[src/rtl/sas_consts.vh]
// Constants of the successive-approximation converter sequencer.
`ifndef SAS_CONSTS_VH
`define SAS_CONSTS_VH

// Register byte offsets on the bus.
`define SAS_OFF_CTRL        8'h00
`define SAS_OFF_REF_PORT    8'h04
`define SAS_OFF_TIMING      8'h08
`define SAS_OFF_RES_HIGH    8'h0c
`define SAS_OFF_RES_LOW     8'h10
`define SAS_OFF_IRQ         8'h14

// Control register fields.
`define SAS_CTRL_ON_BIT     0
`define SAS_CTRL_GO_BIT     1
`define SAS_CTRL_CHS_LSB    2
`define SAS_CTRL_CHS_MSB    5

// Reference and port configuration fields.
`define SAS_NEG_REF_BIT     5
`define SAS_POS_REF_BIT     4
`define SAS_PCFG_MSB        3
`define SAS_REF_PORT_MASK   8'h3f

// Timing and format configuration fields.
`define SAS_JUSTIFY_BIT     7
`define SAS_ACQ_MSB         5
`define SAS_ACQ_LSB         3
`define SAS_CS_MSB          2
`define SAS_TIMING_MASK     8'hbf

// Interrupt register fields.
`define SAS_IRQ_FLAG_BIT    0
`define SAS_IRQ_EN_BIT      1

// Reset values.
`define SAS_RST_CTRL        8'h00
`define SAS_RST_REF_PORT    8'h00
`define SAS_RST_TIMING      8'h00

// Timing counts, in conversion bit-periods unless stated.
`define SAS_CONV_PERIODS    4'd11
`define SAS_GAP_PERIODS     2'd2
`define SAS_NUM_CHANNELS    4'd12
`define SAS_ADC_BITS        10
// One instruction cycle is four system clock periods.
`define SAS_TCY_CLOCKS      3'd4

`endif

[src/rtl/sas_sequencer.v]
// Top of the successive-approximation converter sequencer with bus slave.
//
// Decided for this implementation: the address map and the AHB-Lite register port.
`include "sas_consts.vh"

module sas_sequencer
(
  input  wire        sys_clk,
  input  wire        rst,
  input  wire        hsel,
  input  wire [31:0] haddr,
  input  wire [1:0]  htrans,
  input  wire        hwrite,
  input  wire [2:0]  hsize,
  input  wire [31:0] hwdata,
  input  wire        hready,
  output wire        hreadyout,
  output wire        hresp,
  output reg  [31:0] hrdata,
  input  wire        comp_in,
  input  wire        rc_tick,
  output wire [9:0]  dac_code,
  output wire        sample_connect,
  output wire [3:0]  chan_sel,
  output wire        chan_valid,
  output wire        neg_ref_ext,
  output wire        pos_ref_ext,
  output wire [11:0] analog_pin_mask,
  output wire        conv_irq
);

  ////////////////////////////////////////////////////////////////////////////
  // Declarations.

  localparam [3:0] ST_IDLE = 4'b0001;
  localparam [3:0] ST_ACQ  = 4'b0010;
  localparam [3:0] ST_CONV = 4'b0100;
  localparam [3:0] ST_GAP  = 4'b1000;

  reg  [3:0] state;
  reg  [3:0] next_state;
  reg  [4:0] period_cnt;
  reg  [3:0] conv_cnt;
  reg  [9:0] sar;
  reg        converter_on;
  reg        go_done;
  reg  [3:0] channel_select;
  reg  [5:0] ref_port_cfg;
  reg  [7:0] timing_cfg;
  reg  [7:0] result_high;
  reg  [7:0] result_low;
  reg        conv_done_irq_flag;
  reg        conv_done_irq_enable;
  reg        dph_valid;
  reg        dph_write;
  reg  [7:0] dph_addr;
  wire       tad_tick;
  wire       seq_run;
  wire [2:0] acq_time_select;
  wire [2:0] conv_clock_select;
  wire       result_justify;
  wire [3:0] port_analog_config;
  wire [4:0] acq_periods;
  wire       wr_en;
  wire       abort;
  wire       done_evt;
  wire [3:0] bit_pos;

  ////////////////////////////////////////////////////////////////////////////
  // Functions.

  // Bit-periods of automatic acquisition for each code.
  function [4:0] acq_count;
    input [2:0] code;
    begin
      case (code)
        3'b111:  acq_count = 5'd20;
        3'b110:  acq_count = 5'd16;
        3'b101:  acq_count = 5'd12;
        3'b100:  acq_count = 5'd8;
        3'b011:  acq_count = 5'd6;
        3'b010:  acq_count = 5'd4;
        3'b001:  acq_count = 5'd2;
        default: acq_count = 5'd0;
      endcase
    end
  endfunction

  // Address match for a write in the data phase.
  function is_wr;
    input       en;
    input [7:0] addr;
    input [7:0] off;
    begin
      is_wr = en && (addr == off);
    end
  endfunction

  ////////////////////////////////////////////////////////////////////////////
  // Field views of the configuration registers.

  assign acq_time_select    = timing_cfg[`SAS_ACQ_MSB:`SAS_ACQ_LSB];
  assign conv_clock_select  = timing_cfg[`SAS_CS_MSB:0];
  assign result_justify     = timing_cfg[`SAS_JUSTIFY_BIT];
  assign port_analog_config = ref_port_cfg[`SAS_PCFG_MSB:0];
  assign acq_periods        = acq_count(acq_time_select);

  ////////////////////////////////////////////////////////////////////////////
  // Bus slave: zero wait states, always an OKAY response.

  assign hreadyout = 1'b1;
  assign hresp     = 1'b0;
  assign wr_en     = dph_valid && dph_write;

  // Address phase is captured when the bus is ready and the slot is active.
  always @(posedge sys_clk)
  begin
    if (rst)
    begin
      dph_valid <= 1'b0;
      dph_write <= 1'b0;
      dph_addr  <= 8'h00;
    end
    else if (hready)
    begin
      dph_valid <= hsel && htrans[1];
      dph_write <= hwrite;
      dph_addr  <= haddr[7:0];
    end
  end

  // Read mux from stored state; the data phase sees a settled value.
  // Unmapped words read zero.
  always @*
  begin
    hrdata = 32'h0000_0000;
    if (dph_valid && !dph_write)
    begin
      case (dph_addr)
        `SAS_OFF_CTRL:
          hrdata[7:0] = {2'b00, channel_select, go_done, converter_on};
        `SAS_OFF_REF_PORT:
          hrdata[7:0] = {2'b00, ref_port_cfg};
        `SAS_OFF_TIMING:
          hrdata[7:0] = timing_cfg & `SAS_TIMING_MASK;
        `SAS_OFF_RES_HIGH:
          hrdata[7:0] = result_high;
        `SAS_OFF_RES_LOW:
          hrdata[7:0] = result_low;
        `SAS_OFF_IRQ:
          hrdata[1:0] = {conv_done_irq_enable, conv_done_irq_flag};
        default:
          hrdata = 32'h0000_0000;
      endcase
    end
  end

  ////////////////////////////////////////////////////////////////////////////
  // Configuration registers.

  // All control state returns to reset values, turning the converter off.
  always @(posedge sys_clk)
  begin
    if (rst)
    begin
      converter_on   <= 1'b0;
      channel_select <= 4'h0;
      ref_port_cfg   <= 6'h00;
      timing_cfg     <= `SAS_RST_TIMING;
      conv_done_irq_enable <= 1'b0;
    end
    else
    begin
      if (is_wr(wr_en, dph_addr, `SAS_OFF_CTRL))
      begin
        converter_on   <= hwdata[`SAS_CTRL_ON_BIT];
        channel_select <= hwdata[`SAS_CTRL_CHS_MSB:`SAS_CTRL_CHS_LSB];
      end
      if (is_wr(wr_en, dph_addr, `SAS_OFF_REF_PORT))
        ref_port_cfg <= hwdata[5:0];
      if (is_wr(wr_en, dph_addr, `SAS_OFF_TIMING))
        timing_cfg <= hwdata[7:0] & `SAS_TIMING_MASK;
      if (is_wr(wr_en, dph_addr, `SAS_OFF_IRQ))
        conv_done_irq_enable <= hwdata[`SAS_IRQ_EN_BIT];
    end
  end

  ////////////////////////////////////////////////////////////////////////////
  // Go/done bit.

  // Go can only be set while the converter is already on, so setting it
  // in the same write that turns the converter on does nothing.
  always @(posedge sys_clk)
  begin
    if (rst)
      go_done <= 1'b0;
    else if (is_wr(wr_en, dph_addr, `SAS_OFF_CTRL))
      go_done <= hwdata[`SAS_CTRL_GO_BIT] && converter_on
                 && hwdata[`SAS_CTRL_ON_BIT];
    else if (!converter_on || done_evt)
      go_done <= 1'b0;
  end

  ////////////////////////////////////////////////////////////////////////////
  // Conversion bit-period generator.

  // The divider only runs while a sequence is active, so the RC start
  // delay is seen again on every start.
  assign seq_run = converter_on && (state != ST_IDLE);

  sas_tad_gen u_tad_gen
  (
    .sys_clk  (sys_clk),
    .rst      (rst),
    .run      (seq_run),
    .clk_sel  (conv_clock_select),
    .rc_tick  (rc_tick),
    .tad_tick (tad_tick)
  );

  ////////////////////////////////////////////////////////////////////////////
  // Sequencer state machine.

  // Software clearing go, or switching the converter off, ends the run.
  assign abort    = !go_done || !converter_on;
  assign done_evt = (state == ST_CONV) && tad_tick && !abort
                    && (conv_cnt == `SAS_CONV_PERIODS - 4'd1);
  assign bit_pos  = 4'd10 - conv_cnt;

  // Next-state logic; acquisition and conversion look alike to software.
  always @*
  begin
    next_state = state;
    case (state)
      ST_IDLE:
      begin
        if (converter_on && go_done)
        begin
          if (acq_periods == 5'd0)
            next_state = ST_CONV;
          else
            next_state = ST_ACQ;
        end
      end
      ST_ACQ:
      begin
        if (!converter_on)
          next_state = ST_IDLE;
        else if (abort)
          next_state = ST_GAP;
        else if (tad_tick && (period_cnt + 5'd1 == acq_periods))
          next_state = ST_CONV;
      end
      ST_CONV:
      begin
        if (!converter_on)
          next_state = ST_IDLE;
        else if (abort || done_evt)
          next_state = ST_GAP;
      end
      ST_GAP:
      begin
        if (!converter_on)
          next_state = ST_IDLE;
        else if (tad_tick &&
                 (period_cnt + 5'd1 == {3'b000, `SAS_GAP_PERIODS}))
          next_state = ST_IDLE;
      end
      default:
        next_state = ST_IDLE;
    endcase
  end

  // State, period counters and the approximation register.
  always @(posedge sys_clk)
  begin
    if (rst)
    begin
      state      <= ST_IDLE;
      period_cnt <= 5'd0;
      conv_cnt   <= 4'd0;
      sar        <= 10'h000;
    end
    else
    begin
      state <= next_state;
      if (next_state != state)
      begin
        period_cnt <= 5'd0;
        conv_cnt   <= 4'd0;
        if (next_state == ST_CONV)
          sar <= 10'h000;
      end
      else if (tad_tick)
      begin
        period_cnt <= period_cnt + 5'd1;
        if (state == ST_CONV)
        begin
          conv_cnt <= conv_cnt + 4'd1;
          // First period places the MSB trial, then one decision per
          // period, each but the last setting the next lower trial bit.
          if (conv_cnt == 4'd0)
            sar[9] <= 1'b1;
          else
          begin
            sar[bit_pos] <= comp_in;
            if (bit_pos != 4'd0)
              sar[bit_pos - 4'd1] <= 1'b1;
          end
        end
      end
    end
  end

  ////////////////////////////////////////////////////////////////////////////
  // Result pair.

  // No reset: the pair keeps its contents across reset. An abort leaves
  // it alone, and software may also write it.
  always @(posedge sys_clk)
  begin
    if (done_evt)
    begin
      if (result_justify)
      begin
        result_high <= {6'b000000, sar[9:8]};
        result_low  <= {sar[7:1], comp_in};
      end
      else
      begin
        result_high <= sar[9:2];
        result_low  <= {sar[1], comp_in, 6'b000000};
      end
    end
    else
    begin
      if (is_wr(wr_en, dph_addr, `SAS_OFF_RES_HIGH))
        result_high <= hwdata[7:0];
      if (is_wr(wr_en, dph_addr, `SAS_OFF_RES_LOW))
        result_low <= hwdata[7:0];
    end
  end

  ////////////////////////////////////////////////////////////////////////////
  // Completion flag and request.

  // Completion wins over a clear written in the same cycle, so no
  // completion is ever lost.
  always @(posedge sys_clk)
  begin
    if (rst)
      conv_done_irq_flag <= 1'b0;
    else if (done_evt)
      conv_done_irq_flag <= 1'b1;
    else if (is_wr(wr_en, dph_addr, `SAS_OFF_IRQ) &&
             !hwdata[`SAS_IRQ_FLAG_BIT])
      conv_done_irq_flag <= 1'b0;
  end

  assign conv_irq = conv_done_irq_flag && conv_done_irq_enable;

  ////////////////////////////////////////////////////////////////////////////
  // Analog side controls.

  // The hold capacitor tracks the input while the converter is on, except during conversion.
  assign sample_connect = converter_on && (state != ST_CONV);
  assign dac_code       = sar;
  assign chan_sel       = channel_select;
  assign chan_valid     = (channel_select < `SAS_NUM_CHANNELS);
  assign neg_ref_ext    = ref_port_cfg[`SAS_NEG_REF_BIT];
  assign pos_ref_ext    = ref_port_cfg[`SAS_POS_REF_BIT];

  // Pin i is analog while i plus the code stays below fifteen, which
  // keeps codes 0 to 3 all analog and drops the top pin first.
  genvar gi;
  generate
    for (gi = 0; gi < 12; gi = gi + 1)
    begin : g_pin
      localparam [4:0] PIN = gi;
      assign analog_pin_mask[gi] =
        ({1'b0, port_analog_config} + PIN) < 5'd15;
    end
  endgenerate

endmodule

[src/rtl/sas_tad_gen.v]
// Conversion bit-period tick generator for the converter sequencer.
`include "sas_consts.vh"

module sas_tad_gen
(
  input  wire       sys_clk,
  input  wire       rst,
  input  wire       run,
  input  wire [2:0] clk_sel,
  input  wire       rc_tick,
  output reg        tad_tick
);

  reg [6:0] div_cnt;
  reg [2:0] rc_delay;
  wire      use_rc;

  // Divide ratio minus one for each system clock option.
  function [6:0] div_last;
    input [2:0] sel;
    begin
      case (sel)
        3'b000:  div_last = 7'd1;
        3'b001:  div_last = 7'd7;
        3'b010:  div_last = 7'd31;
        3'b100:  div_last = 7'd3;
        3'b101:  div_last = 7'd15;
        3'b110:  div_last = 7'd63;
        default: div_last = 7'd1;
      endcase
    end
  endfunction

  assign use_rc = (clk_sel[1:0] == 2'b11);

  // The divider restarts with each run so every period is whole.
  // A select change mid-run is tolerated by the >= compare.
  always @(posedge sys_clk)
  begin
    if (rst || !run)
    begin
      div_cnt  <= 7'd0;
      rc_delay <= 3'd0;
      tad_tick <= 1'b0;
    end
    else if (use_rc)
    begin
      // RC ticks are held off one instruction cycle.
      if (rc_delay != `SAS_TCY_CLOCKS)
      begin
        rc_delay <= rc_delay + 3'd1;
        tad_tick <= 1'b0;
      end
      else
      begin
        tad_tick <= rc_tick;
      end
    end
    else if (div_cnt >= div_last(clk_sel))
    begin
      div_cnt  <= 7'd0;
      tad_tick <= 1'b1;
    end
    else
    begin
      div_cnt  <= div_cnt + 7'd1;
      tad_tick <= 1'b0;
    end
  end

endmodule
[config.mk]
export PLATFORM = sky130hd
export DESIGN_NAME = sas_sequencer
export DESIGN_NICKNAME = d
export VERILOG_FILES = /design/src/rtl/sas_sequencer.v /design/src/rtl/sas_tad_gen.v
export VERILOG_INCLUDE_DIRS = /design/src /design/src/rtl
export SDC_FILE = /design/constraint.sdc
export NUM_CORES = 1
export LEC_CHECK = 0
export BUFFER_PORTS_ARGS = -buffer_cell sky130_fd_sc_hd__buf_2
export CORE_MARGIN = 5
export CORE_UTILIZATION = 54
export DETAILED_ROUTE_END_ITERATION = 16
export PLACE_DENSITY = 0.85
export SYNTH_ARGS = -nofsm -noshare
export SYNTH_HDL_FRONTEND = slang
export SYNTH_SLANG_ARGS = --single-unit
[constraint.sdc]
create_clock -name sys_clk -period 2.8 [get_ports sys_clk]
set_input_delay 0.14 -clock sys_clk [delete_from_list [all_inputs] [get_ports sys_clk]]
set_output_delay 0.14 -clock sys_clk [all_outputs]
set_load 0.01 [all_outputs]
==> flow_results.org <==
** Run status
- The flow ran to the end, and the final reports show no timing, DRC or antenna violations.

** Floorplan
- From bottom edge to top edge, the die measures about 110 um.
- Num ports :: roughly 140
- Placeable core region :: between 10000 and 15000 sq um
- The die is 112 um wide.
- Standard-cell row count :: 37
- The initial utilization of the core area, before any placement, comes to 0.547.
- The die covers between 10000 and 15000 sq um.

** Drt
- Wires add up to ~13000 um.
- In the final routed layout, each cell accounts on average for around 16 um.
- The count of nets left with antenna violations once routing finished came out at 0.
- The first detailed-routing pass ran for 5 iterations.
- Dividing the detail-routed via count by the number of cells gives just under 6.
- DR iter-0 viols :: approximately 380
- Drt drc :: 0
- Number of vias in the routed layout :: between 4k and 5k

** STA
- Hold is met by around 0.023 ns.
- Final worst clock skew :: between 0.008 and 0.009 ns
- Headroom to the max-slew limit came out at 0.237.
- Minimum period implied by the final worst setup slack :: 2.63 ns
- Max Freq :: 381 MHz
- Worst Tran Pin Value :: between 1 and 1.5 ns
- Unrepaired setup endpoints after global routing :: false
- Count of final hold-check violations :: 0
- In the finished design, the share of the clock period the worst path needs comes to 0.938.
- Accumulated negative setup slack :: 0 ns
- The count of pins over their slew limit was 0.
- Finish-stage setup viols :: 0

** Synth
- Number of flops mapped to enable cells by yosys :: 16
- Sorting the synthesized cells by how often they occur yields nor2_1 (78), dfxtp_1 (65), nand2_1 (42).
- The synthesized netlist contains 78 unique library cells.
- FFs w/ async S/R, synth :: 0
- Averaged over all synthesized cells, the footprint is 8.63 sq um.
- Most used flip-flop cell after synthesis :: dfxtp_1
- In the post-synthesis netlist, the cell with the most instances is nor2_1.
- For this run, the register share of the synthesized area comes to 0.320.
- Top post-synthesis cells by area :: dfxtp_1 (23%), edfxtp_1 (8.6%), mux2i_1 (7.0%)
- Top-area cell type share of the netlist area :: 0.234
- Yosys printed 0 warnings.
- Cells after synthesis :: approximately 650
- Of all cell types, the one taking the most synthesized area is dfxtp_1.
- Yosys reg bits :: approximately 80
- Mapped Area :: approximately 5600 sq um

** Worst hold path
- Worst hold path stage count :: 3
- End point of the most critical hold path :: dph_addr[5]$_SDFFE_PP0P_
- The worst hold path begins at haddr[5].
- Worst hold path class :: in2reg

** Clock tree
- Hold repair after CTS inserted 0 buffers.
- Clock-pin slew was measured on the worst setup and hold paths at around 0.090 ns.
- Clock tree from TritonCTS :: built
- Cell chosen for the clock root :: clkbuf_8
- No sink is reached through more buffers than the 2 on the longest clock path.
- The later pin in the worst-skew pair is clocked with a latency of between 0.3 and 0.4 ns.
- Clock tree synthesis inserted a total of 9 buffers.
- The H-tree generated during clock tree synthesis spans 3 levels.
- The clock drives about 80 sinks.

** Setup path
- For the worst setup path, the data required time is 2.77 ns.
- In this run the register-to-register setup slack is roughly 0.17 ns.
- The worst setup path is of the reg2reg kind.
- Largest fanout on the critical path :: 8
- Kind of launch point of the worst setup path :: flip-flop
- Critical Path End Type :: flip-flop
- Capture point of the worst reg-to-reg path :: result_low[2]$_DFFE_PP_
- Arrival time at the worst endpoint :: approximately 2.6 ns
- In this run the critical register-to-register path is launched from dph_addr[7]$_SDFFE_PP0P_.
- R2r worst-path depth :: 4

** GRT
- The first global-routing pass estimated ~22000 um of wire.
- The initial antenna violation count is 0.
- GRT Residual Overflow :: 0
- Maximum number of pins on one net before global-route repair :: 37
- For this run, the total global-route usage over all layers was measured as 0.212.
- Number of global-route vias before repair :: ~4.6k

** Placement
- Final Wtd Congestion :: between 0.9 and 1
- Detailed placement ended at an HPWL of ~10000 um.
- In this run the tool buffered the top-level ports with 62 buffer cells.
- Once placement completed, the tool counted placed cells totaling 814.

** Final layout
- Relative to the synthesized area, the layout overhead comes to 7.71%.
- For this run, the post-layout net count is 793.
- Number of inserted diodes :: 0
- Ratio of cells with drive above 1 in the final layout :: 0.171
- Final cell count without fillers :: between 800 and 900
- # fillers :: around 900

** Power and ir drop
- In this run the static leakage power is 2.40 nW.
- Switching power share of the total :: 0.264
- Worst IR Drop VDD :: about 210 uV
- The share of total power dissipated in combinational logic is 0.062.
- The share of total power dissipated in sequential elements is 0.563.
- In this run the power density over the cells is between 300 and 400 nW/um^2.
- Net switching power :: 564 uW
- Cell internal power was estimated by the tool at 1.57 mW.
- Part of the power in the clock network :: 0.374

** Flow run
- The tool flagged a number of max-cap violations equal to 0.
through the flow:
| step | setup WS (ns) | util | total power, mW | cell area, sq um |
|---|---|---|---|---|
| 3_5_place_dp | 0.245 | 0.571 | 1.36 | 5810 |
| 5_1_grt | 0.0111 | 0.589 | 2.22 | 6000 |
| 4_1_cts | 0.182 | 0.588 | 2.14 | 5990 |
| 3_3_place_gp | 0.314 | 0.571 | 1.35 | 5810 |
| 6_report | 0.173 | 0.589 | 2.13 | 6000 |
| 2_1_floorplan | 0.320 | - | 1.34 | 5660 |
area by class of cell:
cell class	instances	area, sq um	area share
Multi-Input combinational cell	498	3370	0.562
Timing Repair Buffer	75	408	0.0680
Clock buffer	9	124	0.0207
Tap cell	136	170	0.0284
Clock inverter	7	52.6	0.00876
Inverter	24	90.1	0.0150
Sequential cell	81	1780	0.297
power groups by stage:
| stage | sequential, mW | combinational [mW] | clock, mW |
|---|---|---|---|
| after global routing | 1.20 | 0.144 | 0.877 |
| after global placement | 1.23 | 0.124 | 0 |
| final | 1.20 | 0.133 | 0.799 |
| after floorplan | 1.23 | 0.114 | 0 |
| after detailed placement | 1.23 | 0.128 | 0 |
| after CTS | 1.20 | 0.129 | 0.814 |
cell usage in the layout, fill, tap and decap left out, types with 8 or more instances in the layout:
cell type / instances
edfxtp_1: 16
nor3_1: 16
nand2b_1: 11
clkbuf_8: 9
buf_2: 62
nand3_1: 18
xnor2_1: 14
inv_1: 23
a22o_1: 8
buf_4: 13
conb_1: 26
nand2_1: 42
o21ai_0: 32
nor2b_1: 8
dfxtp_1: 65
a21oi_1: 36
xor2_1: 14
ha_1: 28
nor2_1: 78
mux2i_1: 39
layer usage:
| layer | track usage | wire, um | part of all wire | up-vias |
|---|---|---|---|---|
| met2 | 0.356 | 6520 | 0.49 | 197 |
| met1 | 0.268 | 5710 | 0.43 | 2295 |
| met3 | 0.0370 | 794 | 0.060 | 30 |
| li1 | - | - | - | 2347 |
| met4 | 0.0876 | 286 | 0.021 | 0 |
| met5 | 0 | 0 | 0 | - |
flip-flops by register name (all words and copies together), names as in the netlist, 3 cells and up:
register and count:
conv_cnt 4, result_low 8, result_high 8, ref_port_cfg 6, dac_code 10, period_cnt 5, state 4, timing_cfg 7
u_tad_gen.rc_delay 3, dph_addr 8, chan_sel 4, u_tad_gen.div_cnt 7
worst max-delay path: stages, from the launching register on:
cell	delay, ns
dfxtp_1	0.33
or4_1	0.57
nor3_2	0.23
nand2_1	0.16
o31ai_1	0.96
how the worst max path moves through the flow:
stage / to / slack (ns) / start / depth (start not counted)
global route: result_low[2]$_DFFE_PP_ / 0.01 / dph_addr[7]$_SDFFE_PP0P_ / 4
CTS: hrdata[3] / 0.18 / dph_addr[7]$_SDFFE_PP0P_ / 7
detailed placement: result_low[3]$_DFFE_PP_ / 0.24 / dph_addr[7]$_SDFFE_PP0P_ / 4
finish: result_low[2]$_DFFE_PP_ / 0.17 / dph_addr[7]$_SDFFE_PP0P_ / 4
global placement: result_low[6]$_DFFE_PP_ / 0.31 / dph_addr[7]$_SDFFE_PP0P_ / 4
floorplan: result_high[0]$_DFFE_PP_ / 0.32 / dph_addr[7]$_SDFFE_PP0P_ / 5
logic make-up after synthesis:
family | share of synthesized area
AO/OA/AOI/OAI | 0.187
XOR/XNOR | 0.0441
adder cells (fa/ha/maj) | 0.0629
buffers and inverters | 0.0917
flip-flops | 0.320
multiplexers | 0.0843
other | 0.00135
AND/OR/NAND/NOR | 0.209
timing repair:
item,in CTS,in global routing
setup endpoints to repair,0,5
setup buffers,0,0
resized for setup,0,1
(Power assumes the default switching activity.)
